--- src/core/vec_params.svh ---
// register indices, field positions, reset values and line limits of the encoder
// control bank; definitions only
`ifndef VEC_PARAMS_SVH
`define VEC_PARAMS_SVH

`define VEC_IDX_GLOBAL       8'h04
`define VEC_IDX_VIDEO_OUT    8'h05
`define VEC_IDX_ANC_CTRL     8'h06
`define VEC_IDX_ANC_ID       8'h07
`define VEC_IDX_FREQ3        8'h08
`define VEC_IDX_FREQ2        8'h09
`define VEC_IDX_FREQ1        8'h0A
`define VEC_IDX_FREQ0        8'h0B
`define VEC_IDX_PHASE_HI     8'h0C
`define VEC_IDX_PHASE_LO     8'h0D
`define VEC_IDX_PORT_DATA    8'h0E
`define VEC_IDX_PORT_DIR     8'h0F

`define VEC_GLB_LOCK_EN      6
`define VEC_GLB_FMT_HI       1
`define VEC_GLB_FMT_LO       0
`define VEC_FMT_NTSC         2'h0
`define VEC_FMT_PALM         2'h2

`define VEC_VO_CHROMA_BW     5
`define VEC_VO_SYNC_SUP      4
`define VEC_VO_BURST_SUP     3
`define VEC_VO_LUMA_SUP      2
`define VEC_VO_CHROMA_SUP    1
`define VEC_VO_SETUP_EN      0

`define VEC_ANC_LOCK_LOST    6
`define VEC_ANC_FIELD_HI     5
`define VEC_ANC_FIELD_LO     3
`define VEC_ANC_FREQ_EN      2
`define VEC_ANC_PHASE_EN     1
`define VEC_ANC_TIMING_EN    0

`define VEC_RST_BYTE         8'h00
`define VEC_RST_FREQ         32'h43E0F83E

`define VEC_SETUP_A_FIRST    10'h017
`define VEC_SETUP_A_LAST     10'h106
`define VEC_SETUP_B_FIRST    10'h11E
`define VEC_SETUP_B_LAST     10'h20D

`endif

--- src/core/vec_pkg.sv ---
// types shared by the encoder control bank and its surroundings
// assumes nothing beyond a SystemVerilog compiler
package vec_pkg;

    typedef struct packed {
        logic chroma_wide;
        logic sync_drop;
        logic burst_drop;
        logic luma_black;
        logic chroma_zero;
        logic dc_blank;
        logic pedestal_on;
        logic gain_rescale;
    } vec_video_ctrl_s;

    typedef struct packed {
        logic        valid;
        logic [7:0]  id;
        logic [31:0] freq;
        logic        freq_valid;
        logic [15:0] phase;
        logic        phase_valid;
        logic [2:0]  field;
        logic        vflag;
    } vec_anc_pkt_s;

    typedef struct packed {
        logic       use_anc;
        logic [2:0] field;
        logic       vflag;
    } vec_timing_s;

endpackage

--- src/core/vec_ctrl_regs.sv ---
// upper control register bank of the video encoder
// assumes a serial-bus front end that hands over one-cycle read and write strobes
// with an 8-bit index; video path, lock loop and ancillary parser sit outside
//
// Behaviour
// - bandwidth bit clear gives 650 kHz chroma
// - bandwidth bit set gives 1.3 MHz chroma
// - sync suppress outputs blanking instead of sync
// - burst suppress removes burst, chroma kept
// - luma suppress forces black luminance level
// - chroma suppress zeros chroma, burst kept
// - pedestal only on lines 23-262, 286-525
// - pedestal rescales gain to limit chroma
// - setup disabled means black equals blanking
// - all four suppress bits give DC blanking
// - lock enable locks synthesizer to reference
// - lock-lost flag reads one until locked
// - read-only field number reports current field
// - ancillary frequency load gated by valid flag
// - lock enabled lets lock circuit own values
// - ancillary phase load, else zero phase
// - ancillary timing used only when enabled
// - accept packets matching seven-bit identifier
// - identifier parity bit stored, not used
// - upper frequency bytes apply on low write
// - sixteen-bit phase offset relative to sync
// - port data bit maps to same pin
// - direction bit high drives, low inputs
// - pins 7,6,1,0 shared with other functions
`timescale 1ns/10ps
`include "vec_params.svh"

module vec_ctrl_regs #(
    parameter int PORT_W = 8
) (
    input  wire logic                     i_sys_clk,
    input  wire logic                     i_sys_rst,
    input  wire logic                     i_clk_en,
    input  wire logic                     i_reg_wr,
    input  wire logic                     i_reg_rd,
    input  wire logic [7:0]               i_reg_index,
    input  wire logic [7:0]               i_reg_wdata,
    output logic      [7:0]               o_reg_rdata,
    input  wire logic [9:0]               i_line_number,
    input  wire logic [2:0]               i_field_number,
    input  wire logic                     i_lock_achieved,
    input  wire logic [31:0]              i_lock_freq,
    input  wire logic [15:0]              i_lock_phase,
    input  wire vec_pkg::vec_anc_pkt_s    i_anc_pkt,
    input  wire logic [PORT_W-1:0]        i_port_pin,
    output logic      [PORT_W-1:0]        o_port_pin,
    output logic      [PORT_W-1:0]        o_port_pin_oe,
    output logic      [PORT_W-1:0]        o_port_pin_level,
    output vec_pkg::vec_video_ctrl_s      o_video_ctrl,
    output logic                          o_subcarrier_lock_enable,
    output logic      [31:0]              o_subcarrier_increment,
    output logic      [15:0]              o_subcarrier_phase,
    output logic      [15:0]              o_subcarrier_phase_offset,
    output logic                          o_anc_accept,
    output vec_pkg::vec_timing_s          o_timing
);

    function automatic logic in_range(input logic [9:0] v, input logic [9:0] lo,
                                      input logic [9:0] hi);
        in_range = (v >= lo) && (v <= hi);
    endfunction

    function automatic logic wr_hit(input logic wr, input logic [7:0] idx,
                                    input logic [7:0] target);
        wr_hit = wr && (idx == target);
    endfunction

    logic [7:0]        global_reg;
    logic [7:0]        video_out_reg;
    logic [2:0]        anc_enables_reg;
    logic [7:0]        anc_id_reg;
    logic [23:0]       freq_shadow_reg;
    logic [31:0]       freq_host_reg;
    logic [31:0]       freq_anc_reg;
    logic              freq_from_anc_reg;
    logic [15:0]       phase_anc_reg;
    logic [7:0]        phase_hi_reg;
    logic [7:0]        phase_lo_reg;
    logic [PORT_W-1:0] port_data_reg;
    logic [PORT_W-1:0] port_dir_reg;
    logic [PORT_W-1:0] pin_s1_reg;
    logic [PORT_W-1:0] pin_s2_reg;
    logic [PORT_W-1:0] pin_s3_reg;
    logic [PORT_W-1:0] pin_level_reg;
    logic              lock_lost_reg;
    logic [2:0]        field_reg;
    logic [2:0]        anc_field_reg;
    logic              anc_vflag_reg;

    logic lock_en;
    logic anc_match;
    logic setup_line;
    logic setup_fmt;
    logic [PORT_W-1:0] port_read;

    assign lock_en    = global_reg[`VEC_GLB_LOCK_EN];
    assign anc_match  = i_anc_pkt.valid && (i_anc_pkt.id[7:1] == anc_id_reg[7:1]);
    assign setup_line = in_range(i_line_number, `VEC_SETUP_A_FIRST, `VEC_SETUP_A_LAST) ||
                        in_range(i_line_number, `VEC_SETUP_B_FIRST, `VEC_SETUP_B_LAST);
    assign setup_fmt  = (global_reg[`VEC_GLB_FMT_HI:`VEC_GLB_FMT_LO] == `VEC_FMT_NTSC) ||
                        (global_reg[`VEC_GLB_FMT_HI:`VEC_GLB_FMT_LO] == `VEC_FMT_PALM);

    // host writes to the plain control registers
    always_ff @(posedge i_sys_clk) begin
        if (i_sys_rst) begin
            global_reg      <= `VEC_RST_BYTE;
            video_out_reg   <= `VEC_RST_BYTE;
            anc_enables_reg <= 3'h0;
            anc_id_reg      <= `VEC_RST_BYTE;
            phase_hi_reg    <= `VEC_RST_BYTE;
            phase_lo_reg    <= `VEC_RST_BYTE;
            port_data_reg   <= '0;
            port_dir_reg    <= '0;
        end else if (i_clk_en) begin
            if (wr_hit(i_reg_wr, i_reg_index, `VEC_IDX_GLOBAL)) begin
                global_reg <= i_reg_wdata;
            end
            if (wr_hit(i_reg_wr, i_reg_index, `VEC_IDX_VIDEO_OUT)) begin
                video_out_reg <= i_reg_wdata;
            end
            if (wr_hit(i_reg_wr, i_reg_index, `VEC_IDX_ANC_CTRL)) begin
                // status and reserved bits ignore writes
                anc_enables_reg <= i_reg_wdata[`VEC_ANC_FREQ_EN:`VEC_ANC_TIMING_EN];
            end
            if (wr_hit(i_reg_wr, i_reg_index, `VEC_IDX_ANC_ID)) begin
                anc_id_reg <= i_reg_wdata;
            end
            if (wr_hit(i_reg_wr, i_reg_index, `VEC_IDX_PHASE_HI)) begin
                phase_hi_reg <= i_reg_wdata;
            end
            if (wr_hit(i_reg_wr, i_reg_index, `VEC_IDX_PHASE_LO)) begin
                phase_lo_reg <= i_reg_wdata;
            end
            if (wr_hit(i_reg_wr, i_reg_index, `VEC_IDX_PORT_DATA)) begin
                port_data_reg <= i_reg_wdata[PORT_W-1:0];
            end
            if (wr_hit(i_reg_wr, i_reg_index, `VEC_IDX_PORT_DIR)) begin
                port_dir_reg <= i_reg_wdata[PORT_W-1:0];
            end
        end
    end

    // frequency word: upper bytes wait in the shadow until the low byte lands
    always_ff @(posedge i_sys_clk) begin
        if (i_sys_rst) begin
            freq_shadow_reg <= 24'(`VEC_RST_FREQ >> 8);
            freq_host_reg   <= `VEC_RST_FREQ;
        end else if (i_clk_en) begin
            if (wr_hit(i_reg_wr, i_reg_index, `VEC_IDX_FREQ3)) begin
                freq_shadow_reg[23:16] <= i_reg_wdata;
            end
            if (wr_hit(i_reg_wr, i_reg_index, `VEC_IDX_FREQ2)) begin
                freq_shadow_reg[15:8] <= i_reg_wdata;
            end
            if (wr_hit(i_reg_wr, i_reg_index, `VEC_IDX_FREQ1)) begin
                freq_shadow_reg[7:0] <= i_reg_wdata;
            end
            if (wr_hit(i_reg_wr, i_reg_index, `VEC_IDX_FREQ0)) begin
                freq_host_reg <= {freq_shadow_reg, i_reg_wdata};
            end
        end
    end

    // ancillary loads; a host low-byte write takes the word back from the stream unless a packet frequency load lands in the same cycle
    always_ff @(posedge i_sys_clk) begin
        if (i_sys_rst) begin
            freq_anc_reg      <= `VEC_RST_FREQ;
            freq_from_anc_reg <= 1'b0;
            phase_anc_reg     <= 16'h0000;
            anc_field_reg     <= 3'h0;
            anc_vflag_reg     <= 1'b0;
            o_anc_accept      <= 1'b0;
        end else if (i_clk_en) begin
            o_anc_accept <= anc_match;
            if (anc_match && anc_enables_reg[2] && i_anc_pkt.freq_valid && !lock_en) begin
                freq_anc_reg      <= i_anc_pkt.freq;
                freq_from_anc_reg <= 1'b1;
            end else if (wr_hit(i_reg_wr, i_reg_index, `VEC_IDX_FREQ0) ||
                         !anc_enables_reg[2]) begin
                freq_from_anc_reg <= 1'b0;
            end
            if (anc_match && anc_enables_reg[1] && i_anc_pkt.phase_valid && !lock_en) begin
                phase_anc_reg <= i_anc_pkt.phase;
            end
            if (anc_match && anc_enables_reg[0]) begin
                anc_field_reg <= i_anc_pkt.field;
                anc_vflag_reg <= i_anc_pkt.vflag;
            end
        end
    end

    // synthesizer controls; the lock loop overrides both words while enabled
    always_ff @(posedge i_sys_clk) begin
        if (i_sys_rst) begin
            o_subcarrier_lock_enable  <= 1'b0;
            o_subcarrier_increment    <= `VEC_RST_FREQ;
            o_subcarrier_phase        <= 16'h0000;
            o_subcarrier_phase_offset <= 16'h0000;
        end else if (i_clk_en) begin
            o_subcarrier_lock_enable  <= lock_en;
            o_subcarrier_increment    <= lock_en ? i_lock_freq :
                                         (freq_from_anc_reg ? freq_anc_reg : freq_host_reg);
            o_subcarrier_phase        <= lock_en ? i_lock_phase :
                                         (anc_enables_reg[1] ? phase_anc_reg : 16'h0000);
            o_subcarrier_phase_offset <= {phase_hi_reg, phase_lo_reg};
        end
    end

    // picture path controls
    always_ff @(posedge i_sys_clk) begin
        if (i_sys_rst) begin
            o_video_ctrl <= '0;
        end else if (i_clk_en) begin
            o_video_ctrl.chroma_wide  <= video_out_reg[`VEC_VO_CHROMA_BW];
            o_video_ctrl.sync_drop    <= video_out_reg[`VEC_VO_SYNC_SUP];
            o_video_ctrl.burst_drop   <= video_out_reg[`VEC_VO_BURST_SUP];
            o_video_ctrl.luma_black   <= video_out_reg[`VEC_VO_LUMA_SUP];
            o_video_ctrl.chroma_zero  <= video_out_reg[`VEC_VO_CHROMA_SUP];
            o_video_ctrl.dc_blank     <= &video_out_reg[`VEC_VO_SYNC_SUP:`VEC_VO_CHROMA_SUP];
            // format gate keeps PAL-B and friends free of setup
            o_video_ctrl.pedestal_on  <= video_out_reg[`VEC_VO_SETUP_EN] && setup_fmt &&
                                         setup_line;
            o_video_ctrl.gain_rescale <= video_out_reg[`VEC_VO_SETUP_EN] && setup_fmt;
        end
    end

    // status and timing source
    always_ff @(posedge i_sys_clk) begin
        if (i_sys_rst) begin
            lock_lost_reg <= 1'b1;
            field_reg     <= 3'h0;
            o_timing      <= '0;
        end else if (i_clk_en) begin
            lock_lost_reg    <= !i_lock_achieved;
            field_reg        <= anc_enables_reg[0] ? anc_field_reg : i_field_number;
            o_timing.use_anc <= anc_enables_reg[0];
            o_timing.field   <= anc_enables_reg[0] ? anc_field_reg : 3'h0;
            o_timing.vflag   <= anc_enables_reg[0] ? anc_vflag_reg : 1'b0;
        end
    end

    // port pins: a pin level counts once the second and third stages agree
    always_ff @(posedge i_sys_clk) begin
        if (i_sys_rst) begin
            pin_s1_reg       <= '0;
            pin_s2_reg       <= '0;
            pin_s3_reg       <= '0;
            pin_level_reg    <= '0;
            o_port_pin       <= '0;
            o_port_pin_oe    <= '0;
            o_port_pin_level <= '0;
        end else if (i_clk_en) begin
            pin_s1_reg <= i_port_pin;
            pin_s2_reg <= pin_s1_reg;
            pin_s3_reg <= pin_s2_reg;
            for (int i = 0; i < PORT_W; i++) begin
                if (pin_s2_reg[i] == pin_s3_reg[i]) begin
                    pin_level_reg[i] <= pin_s3_reg[i];
                end
            end
            o_port_pin       <= port_data_reg;
            o_port_pin_oe    <= port_dir_reg;
            // shared pads hand the filtered level to their other functions too
            o_port_pin_level <= pin_level_reg;
        end
    end

    assign port_read = (port_dir_reg & port_data_reg) | (~port_dir_reg & pin_level_reg);

    // read data; unmapped indices return zero
    always_ff @(posedge i_sys_clk) begin
        if (i_sys_rst) begin
            o_reg_rdata <= 8'h00;
        end else if (i_clk_en && i_reg_rd) begin
            case (i_reg_index)
                `VEC_IDX_GLOBAL:    o_reg_rdata <= global_reg;
                `VEC_IDX_VIDEO_OUT: o_reg_rdata <= video_out_reg;
                `VEC_IDX_ANC_CTRL:  o_reg_rdata <= {1'b0, lock_lost_reg, field_reg,
                                                    anc_enables_reg};
                `VEC_IDX_ANC_ID:    o_reg_rdata <= anc_id_reg;
                `VEC_IDX_FREQ3:     o_reg_rdata <= freq_shadow_reg[23:16];
                `VEC_IDX_FREQ2:     o_reg_rdata <= freq_shadow_reg[15:8];
                `VEC_IDX_FREQ1:     o_reg_rdata <= freq_shadow_reg[7:0];
                `VEC_IDX_FREQ0:     o_reg_rdata <= freq_host_reg[7:0];
                `VEC_IDX_PHASE_HI:  o_reg_rdata <= phase_hi_reg;
                `VEC_IDX_PHASE_LO:  o_reg_rdata <= phase_lo_reg;
                `VEC_IDX_PORT_DATA: o_reg_rdata <= 8'(port_read);
                `VEC_IDX_PORT_DIR:  o_reg_rdata <= 8'(port_dir_reg);
                default:            o_reg_rdata <= 8'h00;
            endcase
        end
    end

    property p_dc_blank;
        @(posedge i_sys_clk) disable iff (i_sys_rst)
        i_clk_en && (&video_out_reg[4:1]) |=> o_video_ctrl.dc_blank;
    endproperty
    a_dc_blank: assert property (p_dc_blank) else $error("dc blank not raised");

    property p_pedestal_lines;
        @(posedge i_sys_clk) disable iff (i_sys_rst)
        i_clk_en && (i_line_number < 10'h017 || (i_line_number > 10'h106 &&
        i_line_number < 10'h11E)) |=> !o_video_ctrl.pedestal_on;
    endproperty
    a_pedestal_lines: assert property (p_pedestal_lines)
        else $error("pedestal on a blank line");

    property p_no_setup;
        @(posedge i_sys_clk) disable iff (i_sys_rst)
        i_clk_en && !video_out_reg[0] |=> !o_video_ctrl.pedestal_on && !o_video_ctrl.gain_rescale;
    endproperty
    a_no_setup: assert property (p_no_setup) else $error("setup without enable");

    property p_freq_double_buffer;
        @(posedge i_sys_clk) disable iff (i_sys_rst)
        i_clk_en && i_reg_wr && i_reg_index == 8'h08 |=> $stable(freq_host_reg);
    endproperty
    a_freq_double_buffer: assert property (p_freq_double_buffer)
        else $error("upper byte applied early");

    property p_freq_commit;
        @(posedge i_sys_clk) disable iff (i_sys_rst)
        i_clk_en && i_reg_wr && i_reg_index == 8'h0B |=>
        freq_host_reg == {$past(freq_shadow_reg), $past(i_reg_wdata)};
    endproperty
    a_freq_commit: assert property (p_freq_commit) else $error("low byte did not commit");

    property p_phase_zero;
        @(posedge i_sys_clk) disable iff (i_sys_rst)
        i_clk_en && !lock_en && !anc_enables_reg[1] |=> o_subcarrier_phase == 16'h0000;
    endproperty
    a_phase_zero: assert property (p_phase_zero) else $error("phase not zero");

    property p_lock_owns;
        @(posedge i_sys_clk) disable iff (i_sys_rst)
        i_clk_en && lock_en |=> o_subcarrier_increment == $past(i_lock_freq);
    endproperty
    a_lock_owns: assert property (p_lock_owns) else $error("lock loop not in control");

    property p_id_mismatch;
        @(posedge i_sys_clk) disable iff (i_sys_rst)
        i_clk_en && i_anc_pkt.valid && i_anc_pkt.id[7:1] != anc_id_reg[7:1] |=> !o_anc_accept;
    endproperty
    a_id_mismatch: assert property (p_id_mismatch) else $error("foreign packet accepted");

    property p_pin_filter;
        @(posedge i_sys_clk) disable iff (i_sys_rst)
        i_clk_en && pin_s2_reg != pin_s3_reg |=> pin_level_reg == $past(pin_level_reg);
    endproperty
    a_pin_filter: assert property (p_pin_filter) else $error("pin level moved on glitch");

    property p_reserved_read;
        @(posedge i_sys_clk) disable iff (i_sys_rst)
        i_clk_en && i_reg_rd && i_reg_index == 8'h06 |=> !o_reg_rdata[7];
    endproperty
    a_reserved_read: assert property (p_reserved_read) else $error("reserved bit set");

    property p_lock_lost;
        @(posedge i_sys_clk) disable iff (i_sys_rst)
        i_clk_en |=> lock_lost_reg == !$past(i_lock_achieved);
    endproperty
    a_lock_lost: assert property (p_lock_lost) else $error("lock status stale");

    property p_timing_off;
        @(posedge i_sys_clk) disable iff (i_sys_rst)
        i_clk_en && !anc_enables_reg[0] |=> o_timing == '0;
    endproperty
    a_timing_off: assert property (p_timing_off) else $error("ancillary timing leaked");

endmodule

--- config.mk ---
export PLATFORM = sky130hd
export DESIGN_NAME = vec_ctrl_regs
export DESIGN_NICKNAME = d
export VERILOG_FILES = /design/src/core/vec_pkg.sv /design/src/core/vec_ctrl_regs.sv
export VERILOG_INCLUDE_DIRS = /design/src /design/src/core
export SDC_FILE = /design/constraint.sdc
export NUM_CORES = 1
export LEC_CHECK = 0
export ABC_AREA = 1
export BUFFER_PORTS_ARGS = -buffer_cell sky130_fd_sc_hd__clkbuf_2
export CAP_MARGIN = 20
export CORE_MARGIN = 5
export CORE_UTILIZATION = 50
export DETAILED_ROUTE_END_ITERATION = 10
export HOLD_SLACK_MARGIN = 0.1
export PLACE_DENSITY = 0.74
export SETUP_SLACK_MARGIN = 0.02
export SYNTH_ARGS = -nofsm -noshare
export SYNTH_HDL_FRONTEND = slang
export SYNTH_SLANG_ARGS = --single-unit
--- constraint.sdc ---
create_clock -name i_sys_clk -period 3.6 [get_ports i_sys_clk]
set_input_delay 0.36 -clock i_sys_clk [delete_from_list [all_inputs] [get_ports i_sys_clk]]
set_output_delay 0.36 -clock i_sys_clk [all_outputs]
set_load 0.02 [all_outputs]
==> reports/results.tsv, run 1 <==
stage	metric	value	unit
logic_synthesis	largest cells by area after synthesis	dfxtp_1, o21ai_0, a21oi_1, nand2_1, nand3_1	
detailed_routing	antenna-violating nets left	0	
global_routing	GRT busiest layer	met2	
global_routing	all-layer global routing usage	0.272	
clock_tree	Max clock buf depth	3	
clock_tree	total CTS buffers	34	
finish	layout cells sized above 1	0.189	
timing	slew at the pin closest to its max-slew limit	1.10	ns
critical_path	crit end category	register	
placement	PortBufs	263	
power	Net Sw Frac	0.231	
logic_synthesis	largest area contributor in the netlist	dfxtp_1	
logic_synthesis	sequential cell area fraction in the yosys report	0.496	
timing	Slew Limit Headroom	0.264	
critical_path	Startpoint Class	register	
power	Flop pwr share	0.467	
clock_tree	CTS H-Tree Depth	2	
logic_synthesis	FFs w/ async S/R, synth	0	
clock_tree	root buffer cell	clkbuf_16	
detailed_routing	mean number of vias per cell	5.54	
logic_synthesis	syn nets	1832	
floorplanning	FP Rows	58	
global_routing	global routing usage on met2	0.422	
clock_tree	CTS tree	done	
detailed_routing	routed len/inst	17.9	um
logic_synthesis	Unique masters post-synth	28	
critical_path	crit path max fanout	48	
timing	Sum Neg Setup Slack	0	ns
detailed_routing	DRC	0	
floorplanning	DIE HEIGHT	169	um
floorplanning	die area	28700	um^2
finish	nets	2069	
timing	final setup vio count	0	
floorplanning	Ports	265	
logic_synthesis	Mapped Area	12700	um^2
floorplanning	Core ar.	25100	um^2
detailed_routing	Routed WL	40600	um
timing	final hold vios	0	
global_routing	initial antenna violation count	1	
critical_path	WP data arrival	2.68	ns
outcome	outcome	completed	
timing	Fmax achieved	437	MHz
power	combinational share of power	0.067	
global_routing	M1 GR Usage	0.387	
logic_synthesis	Avg Cell Area, Syn	7.58	um^2
global_routing	number of global-route vias before repair	11675	
global_routing	largest net degree at the start of global routing	151	
placement	gpl congestion	0.897	
finish	area grow syn2layout	22.9	%
logic_synthesis	synth cell count leaders	dfxtp_1, nand2_1, o21ai_0, a21oi_1, nand3_1	
logic_synthesis	Synth Warn #	0	
timing	Clock Skews	0.0150	ns
power	Clock power frac	0.466	
clock_tree	CTS Sinks	315	
placement	hpwl dp	27300	um
power	Net Sw Power	0.00177	W
timing	unrepaired setup endpoints after global routing	false	
timing	Tmin final	2.29	ns
logic_synthesis	Yosys reg bits	315	
power	maximum VDD drop	0.000315	V
global_routing	total gr overflow	0	
detailed_routing	DRT Pass-1 Iters	6	
power	Cell Int Power	0.00589	W
critical_path	Req. time, crit path	3.99	ns
logic_synthesis	EDFF count, synth	0	
floorplanning	Die W	169	um
timing	Final Cycle Share	0.635	
logic_synthesis	predominant post-synthesis flop cell	dfxtp_1	
global_routing	global routing usage on met3	0.0473	
global_routing	first-pass GRT wire length	63400	um
clock_tree	clock-pin slew on the worst setup and hold paths	0.06	ns
detailed_routing	Initial DRC Count	1223	
power	PD cells	490	nW/um^2
power	LEAKAGE	6.62	nW
clock_tree	post-cts sizing count	0	
timing	final max-slew violation count	0	
finish	Filler cells	2269	
logic_synthesis	area share of the largest cell type after synthesis	0.496	
critical_path	CP Class	reg2reg	
floorplanning	Starting Density	0.506	
logic_synthesis	Post-Synthesis Cells	1678	
detailed_routing	vias	12583	
logic_synthesis	count leader, synth	dfxtp_1	
finish	final core area utilization	0.622	
worst_hold_path	worst hold path type	in2reg	
job	MaxCap Viol Count	0	
clock_tree	insertion delay of the later-clocked pin in the worst-skew pair	0.51	ns
## cell usage in the layout (no fill, tap or decap), types with 6 or more instances in the layout
master / synthesis / layout
nand2_1: 262 / 262
a21oi_1: 200 / 200
clkbuf_2: 0 / 262
nor2_4: 8 / 10
o211ai_1: 31 / 31
a31oi_1: 32 / 32
o21ai_0: 222 / 222
dfxtp_1: 315 / 315
a221oi_1: 16 / 16
clkbuf_8: 0 / 8
inv_1: 98 / 98
buf_4: 8 / 17
inv_2: 7 / 6
o21ai_1: 32 / 32
nand3_1: 169 / 169
dlygate4sd3_1: 0 / 37
clkbuf_16: 0 / 35
clkbuf_1: 57 / 10
nor2_2: 10 / 9
nor2_1: 140 / 139
## area by class of cell
type                    instances  area (um^2)  area share
repair buffers                318         1860       0.119
flip-flops and latches        315         6310       0.404
clock buffers                  53         1020      0.0655
inverters                     106          404      0.0259
diodes                          1         2.50    0.000160
well taps                     330          413      0.0264
clock inverters                 7          114     0.00729
multi-input cells            1140         5500       0.352
## metrics by stage
step / worst slack, ns / instance area, um^2 / power, W / instances / hold WS (ns)
after detailed placement: 0.805 / 14100 / 0.00412 / 2170 / 0.439
after global placement: 0.884 / 14100 / 0.00412 / 2170 / 0.432
after global routing: 1.13 / 15600 / 0.00789 / 2270 / 0.114
final: 1.31 / 15600 / 0.00766 / 2270 / 0.109
after floorplan: 2.15 / 12700 / 0.00391 / 1678 / 0.424
after CTS: 1.09 / 15600 / 0.00768 / 2267 / 0.100
## logic make-up after synthesis
family,count (synthesis),synth area share
AND/OR/NAND/NOR,604,0.205
buffers and inverters,223,0.0725
XOR/XNOR,3,0.00207
flip-flops,315,0.496
AO/OA/AOI/OAI,533,0.224
## metal layers
layer,part of all wire,vias up
met5,0,-
met4,0.031,0
met3,0.084,76
met2,0.44,533
met1,0.45,5796
li1,-,6178
## final timing paths
| kind | slack, ns | end | cells after the start | from |
|---|---|---|---|---|
| worst max register to register | 1.31 | anc_field_reg[1] | 10 | anc_id_reg[2] |
| worst min register to register | 0.45 | anc_id_reg[0] | 2 | anc_id_reg[0] |
| worst max-delay path | 1.31 | anc_field_reg[1] | 10 | anc_id_reg[2] |
| worst min-delay path | 0.11 | o_subcarrier_increment[2] | 3 | i_lock_freq[2] |
## power by group through the flow
stage               Combinational (W)  Clock, W  Sequential, W
finish                       0.000511   0.00357        0.00358
global placement             0.000467         0        0.00365
CTS                          0.000508   0.00360        0.00357
global route                 0.000558   0.00376        0.00358
detailed placement           0.000471         0        0.00365
floorplan                    0.000221         0        0.00369
## critical path, cell delays in order (launching register included)
cell and delay [ns]:
dfxtp_1 0.33, inv_1 0.07, nand2_1 0.06, o21ai_0 0.07, nor2_1 0.12, nand3_1 0.12, nor2_4 0.34, buf_4 0.53
nand2_1 0.18, o21ai_0 0.24, nor2_1 0.06
## timing repair
item / CTS / global route
setup endpoints to repair: 0 / 0
hold endpoints to repair: 37 / 0
setup buffers: 0 / 0
hold buffers: 37 / 0
Power figures use the tool's default switching activity.
==> run 2: changes to the inputs <==
==> constraint.sdc (replaced) <==
create_clock -name i_sys_clk -period 2.2 [get_ports i_sys_clk]
set_input_delay 0.22 -clock i_sys_clk [delete_from_list [all_inputs] [get_ports i_sys_clk]]
set_output_delay 0.22 -clock i_sys_clk [all_outputs]
set_load 0.02 [all_outputs]
==> run 2 against run 1 <==
  * Clock skew fell by 0.0011 ns
  * Combinational power rose by 92%
  * Flip-flop and latch count did not move
  * Wire length rose by 5.3%
  * Register-to-register slack got worse by 0.95 ns
  * Non-clock buffer count rose by 86
  * Sequential power rose by 63%
  * Critical path depth fell by 1
  * Global-route usage rose by 1.3 points
  * Count of clock-buffer cells in the layout fell by 9
  * Clock power rose by 53%
  * Largest power group unchanged
  * Highest routed layer unchanged
==> reports/results.tsv, run 2 (synthesized netlist as in run 1, its figures left out) <==
stage	metric	value	unit	change
clock_tree	CTS Sinks	315		unchanged
floorplanning	Starting Density	0.506		unchanged
critical_path	WP data arrival	2.23	ns	was 2.68 ns
detailed_routing	routed len/inst	18.2	um	was 17.9 um
floorplanning	Die W	169	um	unchanged
global_routing	initial antenna violation count	1		unchanged
finish	nets	2155		was 2,069
outcome	outcome	completed		unchanged
power	PD cells	749	nW/um^2	was 490 nW/um^2
power	maximum VDD drop	0.000498	V	was 0.000315 V
finish	area grow syn2layout	29.1	%	was 22.9%
detailed_routing	Routed WL	42800	um	was 40,600 um
timing	Tmin final	1.84	ns	was 2.29 ns
finish	most common cell after layout, fill and taps aside	dfxtp_1		unchanged
timing	Fmax achieved	543	MHz	was 437 MHz
finish	most frequent cells in the layout	dfxtp_1, nand2_1, clkbuf_2		unchanged
clock_tree	clock-pin slew on the worst setup and hold paths	0.06	ns	about the same
floorplanning	Ports	265		unchanged
critical_path	crit path max fanout	16		was 48
global_routing	total gr overflow	0		unchanged
timing	Final Cycle Share	0.837		was 0.635
finish	layout cells sized above 1	0.185		was 0.189
global_routing	all-layer global routing usage	0.284		was 0.272
power	LEAKAGE	6.95	nW	was 6.62 nW
worst_hold_path	Hold Startpoint	i_reg_wdata[6]		was i_lock_freq[2]
job	MaxCap Viol Count	0		unchanged
timing	Sum Neg Setup Slack	0	ns	unchanged
timing	Clock Skews	0.0139	ns	was 0.0150 ns
placement	hpwl dp	28000	um	was 27,300 um
global_routing	largest net degree at the start of global routing	103		was 151
timing	slew at the pin closest to its max-slew limit	0.749	ns	was 1.10 ns
critical_path	reg2reg start	anc_id_reg[2]		unchanged
critical_path	Reg2Reg Capture Point	phase_anc_reg[4]		was anc_field_reg[1]
floorplanning	die area	28700	um^2	unchanged
clock_tree	insertion delay of the later-clocked pin in the worst-skew pair	0.50	ns	was 0.51 ns
placement	gpl congestion	0.921		was 0.897
detailed_routing	antenna-violating nets left	0		unchanged
clock_tree	CTS tree	done		unchanged
critical_path	flop2flop setup slack	0.36	ns	was 1.31 ns
critical_path	crit end category	register		unchanged
global_routing	first-pass GRT wire length	66500	um	was 63,400 um
global_routing	number of global-route vias before repair	12284		was 11,675
worst_hold_path	Hold Path Stages	3		unchanged
critical_path	CP Class	reg2reg		unchanged
clock_tree	post-CTS setup buffer count	0		unchanged
critical_path	Req. time, crit path	2.58	ns	was 3.99 ns
detailed_routing	mean number of vias per cell	5.60		was 5.54
floorplanning	FP Rows	58		unchanged
placement	PortBufs	263		unchanged
timing	final hold vios	0		unchanged
worst_hold_path	Worst Hold Path EP	anc_id_reg[6]		was o_subcarrier_increment[2]
floorplanning	DIE HEIGHT	169	um	unchanged
clock_tree	Max clock buf depth	3		unchanged
timing	final max-slew violation count	0		unchanged
detailed_routing	vias	13171		was 12,583
finish	Filler cells	2087		was 2,269
critical_path	Startpoint Class	register		unchanged
floorplanning	Core ar.	25100	um^2	unchanged
clock_tree	CTS H-Tree Depth	2		unchanged
critical_path	R2R depth	9		was 10
timing	unrepaired setup endpoints after global routing	false		unchanged
detailed_routing	Initial DRC Count	1705		was 1,223
detailed_routing	DRC	0		unchanged
clock_tree	total CTS buffers	34		unchanged
timing	Slew Limit Headroom	0.500		was 0.264
timing	final setup vio count	0		unchanged
clock_tree	root buffer cell	clkbuf_16		unchanged
detailed_routing	DRT Pass-1 Iters	7		was 6
worst_hold_path	worst hold path type	in2reg		unchanged
timing	Min Hold Slack	0.128	ns	was 0.109 ns
[run 2: power by group]
group / total, W / switching [W] / internal, W / leakage (nW)
logic: 0.000979 / 0.000580 / 0.000399 / 3.87
clock network: 0.00547 / 0.00225 / 0.00321 / 0.518
registers: 0.00585 / 0.0000525 / 0.00580 / 2.56
total: 0.0123 / 0.00289 / 0.00941 / 6.95
[run 2: worst max-delay path by stage]
stage,from,endpoint,slack (ns),depth (start not counted)
floorplan,anc_id_reg[1],phase_anc_reg[10],0.81,11
global placement,i_clk_en,phase_anc_reg[5],0.33,8
detailed placement,i_clk_en,phase_anc_reg[4],0.29,8
CTS,anc_id_reg[1],freq_anc_reg[20],0.39,10
global route,anc_id_reg[2],freq_anc_reg[8],0.14,10
finish,anc_id_reg[2],phase_anc_reg[4],0.36,9
[run 2: per-layer routing]
metal	GRT usage	routed length [um]	vias up
li1	-	-	6340
met1	0.393	18100	6007
met2	0.459	19400	732
met3	0.0559	4310	92
met4	0.0770	985	0
met5	0	0	-
[run 2: area by class of cell]
cell class                      count  area [um^2]  share of cell area
Antenna cell                        2         5.00            0.000305
Inverter                          106          404              0.0246
Clock buffer                       44          930              0.0566
Clock inverter                     12          120             0.00732
Sequential cell                   315         6310               0.384
Multi-Input combinational cell   1140         5500               0.335
Timing Repair Buffer              404         2740               0.167
Tap cell                          330          413              0.0252
[run 2: metrics by stage]
stage	instances	utilization	worst slack, ns	power [W]	area (um^2)
global placement	2180	0.566	0.327	0.00675	14200
finish	2353	0.654	0.359	0.0123	16400
floorplan	1678	-	0.814	0.00640	12700
detailed placement	2180	0.566	0.293	0.00676	14200
CTS	2351	0.653	0.394	0.0123	16400
global route	2352	0.654	0.141	0.0127	16400
[run 2: worst max-delay path, stage by stage, from the launching register on]
cell	delay [ns]
dfxtp_1	0.33
inv_1	0.07
nand2_1	0.05
o21ai_0	0.08
nor2_1	0.11
nand3_1	0.11
nor2_4	0.33
nand2_2	0.28
o21ai_0	0.28
nor2_1	0.07
[run 2: timing repair]
action                    CTS  global route
hold endpoints to repair  115             0
hold buffers              115             0
gates resized for setup     0             0
==> run 3: changes to the inputs <==
--- a/config.mk
+++ b/config.mk
@@ -6,14 +6,14 @@
 export SDC_FILE = /design/constraint.sdc
 export NUM_CORES = 1
 export LEC_CHECK = 0
-export ABC_AREA = 1
+export ABC_AREA = 0
 export BUFFER_PORTS_ARGS = -buffer_cell sky130_fd_sc_hd__clkbuf_2
 export CAP_MARGIN = 20
 export CORE_MARGIN = 5
 export CORE_UTILIZATION = 50
 export DETAILED_ROUTE_END_ITERATION = 10
 export HOLD_SLACK_MARGIN = 0.1
-export PLACE_DENSITY = 0.74
+export PLACE_DENSITY = 0.73
 export SETUP_SLACK_MARGIN = 0.02
 export SYNTH_ARGS = -nofsm -noshare
 export SYNTH_HDL_FRONTEND = slang
==> constraint.sdc (replaced) <==
create_clock -name i_sys_clk -period 1.7 [get_ports i_sys_clk]
set_input_delay 0.17 -clock i_sys_clk [delete_from_list [all_inputs] [get_ports i_sys_clk]]
set_output_delay 0.17 -clock i_sys_clk [all_outputs]
set_load 0.02 [all_outputs]
==> run 3 against run 2 <==
  * The run now ends with setup timing left
  * Critical path depth is 3 lower
  * Final area is 10% higher
  * Non-clock buffer count is 55 higher
  * Wire length is 1.4% higher
  * Flip-flop and latch count stayed put
  * Sequential share of layout area is 3.4 points lower
  * Clock power is 36% higher
  * Sequential power is 28% higher
  * Via count is 2.4% lower
  * Power is 31% higher
  * Final cell count is 5.3% lower
  * Largest cell class is now multi-input combinational cells
==> reports/results.tsv, run 3 <==
stage	metric	value	unit	change
logic_synthesis	Mapped Area	13400	um^2	was 12,700 um^2
power	LEAKAGE	7.28	nW	was 6.95 nW
placement	worst slack, placed	-0.180	ns	was 0.293 ns
clock_tree	Max clock buf depth	3		unchanged
floorplanning	DIE HEIGHT	174	um	was 169 um
timing	Sum Neg Setup Slack	-6.17	ns	was 0 ns
placement	hpwl dp	27400	um	was 28,000 um
job	MaxCap Viol Count	0		unchanged
detailed_routing	Initial DRC Count	1298		was 1,705
placement	DP Area	15600	um^2	was 14,200 um^2
finish	most common cell after layout, fill and taps aside	dfxtp_1		unchanged
critical_path	Reg2Reg Capture Point	freq_anc_reg[24]		was phase_anc_reg[4]
critical_path	CP delay by family, top	simple AND/OR/NAND/NOR gates		unchanged
logic_synthesis	syn nets	1660		was 1,832
logic_synthesis	Adder-Cell Fraction of Synth Area	0		unchanged
clock_tree	CTS H-Tree Depth	2		unchanged
logic_synthesis	sequential cell area fraction in the yosys report	0.470		was 0.496
finish	area grow syn2layout	34.6	%	was 29.1%
floorplanning	Ports	265		unchanged
floorplanning	die area	30200	um^2	was 28,700 um^2
logic_synthesis	count leader, synth	dfxtp_1		unchanged
global_routing	initial antenna violation count	1		unchanged
logic_synthesis	EDFF count, synth	0		unchanged
clock_tree	insertion delay of the later-clocked pin in the worst-skew pair	0.52	ns	was 0.50 ns
power	PD cells	892	nW/um^2	was 749 nW/um^2
timing	Fmax achieved	522	MHz	was 543 MHz
logic_synthesis	predominant post-synthesis flop cell	dfxtp_1		unchanged
placement	gpl congestion	0.980		was 0.921
clock_tree	CTS tree	done		unchanged
floorplanning	Core ar.	26700	um^2	was 25,100 um^2
clock_tree	total CTS buffers	35		was 34
critical_path	WP data arrival	2.30	ns	was 2.23 ns
detailed_routing	mean number of vias per cell	5.77		was 5.60
detailed_routing	DRC	0		unchanged
logic_synthesis	largest area contributor in the netlist	dfxtp_1		unchanged
finish	Final Cell Area	18000	um^2	was 16,400 um^2
critical_path	Worst Setup SP	anc_id_reg[1]		was anc_id_reg[2]
logic_synthesis	Post-Synthesis Cells	1506		was 1,678
timing	unrepaired setup endpoints after global routing	true		was false
detailed_routing	Routed WL	43300	um	was 42,800 um
logic_synthesis	Unique masters post-synth	52		was 28
timing	Final WS setup	-0.215	ns	was 0.359 ns
global_routing	first-pass GRT wire length	68300	um	was 66,500 um
critical_path	Critical Path Max Stage Delay	0.35	ns	was 0.33 ns
detailed_routing	antenna-violating nets left	0		unchanged
detailed_routing	routed len/inst	19.5	um	was 18.2 um
critical_path	flop2flop setup slack	-0.21	ns	was 0.36 ns
logic_synthesis	FFs w/ async S/R, synth	0		unchanged
logic_synthesis	Synth Warn #	0		unchanged
global_routing	all-layer global routing usage	0.275		was 0.284
timing	final max-slew violation count	0		unchanged
logic_synthesis	area share of the largest cell type after synthesis	0.470		was 0.496
logic_synthesis	Avg Cell Area, Syn	8.91	um^2	was 7.58 um^2
finish	nets	2019		was 2,155
logic_synthesis	fraction of synthesized cell area in xor and xnor cells	0.00261		was 0.00207
floorplanning	Starting Density	0.503		was 0.506
finish	Ant. Diodes	0		was 2
finish	layout cells sized above 1	0.248		was 0.185
global_routing	total gr overflow	0		unchanged
critical_path	Startpoint Class	register		unchanged
critical_path	crit end category	register		unchanged
timing	slew at the pin closest to its max-slew limit	0.640	ns	was 0.749 ns
critical_path	Crit path depth	6		was 9
clock_tree	clock-pin slew on the worst setup and hold paths	0.06	ns	about the same
detailed_routing	vias	12859		was 13,171
logic_synthesis	post-synthesis mux area share	0.176		was 0
outcome	outcome	finished, violations left		was completed
timing	Final Cycle Share	1.13		was 0.837
detailed_routing	DRT Pass-1 Iters	8		was 7
logic_synthesis	Synth Area in Simple Gates	0.172		was 0.205
critical_path	CP most frequent cell	or3_4		
timing	Slew Limit Headroom	0.572		was 0.500
critical_path	CP Class	reg2reg		unchanged
logic_synthesis	Yosys reg bits	315		unchanged
critical_path	reg2reg start	anc_id_reg[1]		was anc_id_reg[2]
clock_tree	CTS Sinks	315		unchanged
critical_path	CP endpoint	freq_anc_reg[24]		was phase_anc_reg[4]
finish	Filler cells	2041		was 2,087
critical_path	Cell Chain, Critical Path	nor2b_4 > or3_4 > or3_4 > buf_12 > nor4_2 > o21ai_0		was inv_1 > nand2_1 > o21ai_0 > nor2_1 > nand3_1 > nor2_4 > nand2_2 > o21ai_0 > nor2_1
logic_synthesis	largest cells by area after synthesis	dfxtp_1, mux2i_1, nand2_1, nor2_1, a21oi_1		was dfxtp_1, o21ai_0, a21oi_1, nand2_1, nand3_1
logic_synthesis	largest family of logic cells by synthesized area	multiplexers		was compound AO/OA/AOI/OAI gates
global_routing	number of global-route vias before repair	12443		was 12,284
worst_hold_path	worst hold path type	in2reg		unchanged
logic_synthesis	synth cell count leaders	dfxtp_1, nand2_1, mux2i_1, nor2_1, clkbuf_1		was dfxtp_1, nand2_1, o21ai_0, a21oi_1, nand3_1
critical_path	R2R depth	6		was 9
clock_tree	root buffer cell	clkbuf_16		unchanged
critical_path	Req. time, crit path	2.08	ns	was 2.58 ns
timing	final setup vio count	52		was 0
timing	final hold vios	0		unchanged
timing	Clock Skews	0.0137	ns	was 0.0139 ns
global_routing	largest net degree at the start of global routing	107		was 103
finish	most frequent cells in the layout	dfxtp_1, clkbuf_2, nand2_1		was dfxtp_1, nand2_1, clkbuf_2
critical_path	crit path max fanout	48		was 16
outcome	failing checks	setup timing		
logic_synthesis	compound-gate portion of the synthesized area	0.140		was 0.224
power	maximum VDD drop	0.000648	V	was 0.000498 V
floorplanning	Die W	174	um	was 169 um
worst_hold_path	Hold Path Stages	3		unchanged
critical_path	WP buf/inv	1		unchanged
critical_path	Slowest cell on crit path	or3_4		was dfxtp_1
floorplanning	FP Rows	60		was 58
placement	PortBufs	263		unchanged
timing	Tmin final	1.91	ns	was 1.84 ns
[run 3: changes by cell type in the layout (fill, tap and decap cells not counted), sizes merged, moves of 14 or more]
cell   previous run  this run
buf              27        84
nand2           267       208
a31oi            32        18
mux2i             0       203
a21oi           200        93
nor4              2        19
o31ai             0        32
nand4             1        35
inv             106         5
nor2            158       184
nand3           171        27
o21ai           254        89
[run 3: area by class of cell]
type	instances	area [um^2]	share of cell area
Clock inverter	11	141	0.00783
Clock buffer	48	975	0.0540
Inverter	2	7.51	0.000416
Timing Repair Buffer	459	3360	0.186
Tap cell	341	427	0.0236
Multi-Input combinational cell	1052	6820	0.378
Sequential cell	315	6320	0.350
[run 3: kinds of logic (layout without fill, tap and decap cells)]
| family | Yosys count | in the layout |
|---|---|---|
| muxes | 219 | 219 |
| buffers and inverters | 139 | 520 |
| DFF | 315 | 315 |
| xor gates and xnor gates | 4 | 4 |
| and+or+nand+nor | 518 | 518 |
| AOI/OAI and AO/OA | 311 | 311 |
[run 3: where the power goes]
part | switching, W | leakage (nW) | internal, W | total, W
clock network | 0.00297 | 0.552 | 0.00447 | 0.00744
registers | 0.0000304 | 2.55 | 0.00743 | 0.00746
logic | 0.000650 | 4.18 | 0.000547 | 0.00120
[run 3: per-stage QoR]
step | hold slack, ns | utilization | cells | total power (W)
after floorplan | 0.315 | - | 1506 | 0.00811
after global placement | 0.410 | 0.584 | 2054 | 0.00855
after detailed placement | 0.408 | 0.584 | 2054 | 0.00855
after CTS | 0.107 | 0.673 | 2228 | 0.0162
after global routing | 0.121 | 0.677 | 2228 | 0.0166
final | 0.128 | 0.677 | 2228 | 0.0161
[run 3: how the worst min path moves through the flow]
stage	slack [ns]	start	endpoint
after CTS	0.11	i_reg_wdata[7]	phase_lo_reg[7]
after floorplan	0.32	i_anc_pkt[1]	anc_field_reg[0]
after global routing	0.12	i_field_number[0]	field_reg[0]
final	0.13	i_field_number[0]	field_reg[0]
after detailed placement	0.41	i_anc_pkt[1]	anc_field_reg[0]
after global placement	0.41	i_port_pin[6]	pin_s1_reg[6]
[run 3: worst register-to-register path, delay by kind of cell (launching register included)]
kind / cells / cell delay, ns
simple gates: 4 / 1.16
flops: 1 / 0.32
buf+inv: 1 / 0.19
compound gates: 1 / 0.12
[run 3: layer usage]
metal / routed length (um) / vias to the layer above / global-route usage
li1: - / 6048 / -
met1: 18100 / 6100 / 0.370
met2: 20500 / 627 / 0.447
met3: 3720 / 82 / 0.0561
met4: 1110 / 2 / 0.0868
met5: 7 / - / 0
[run 3: repair_timing]
item | CTS | global route
pin swaps | 4 | 6
hold buffers | 114 | 0
buffers inserted | 1 | 0
endpoints found under the hold margin | 113 | 0
endpoints found under the setup margin | 52 | 53
gates resized for setup | 22 | 17
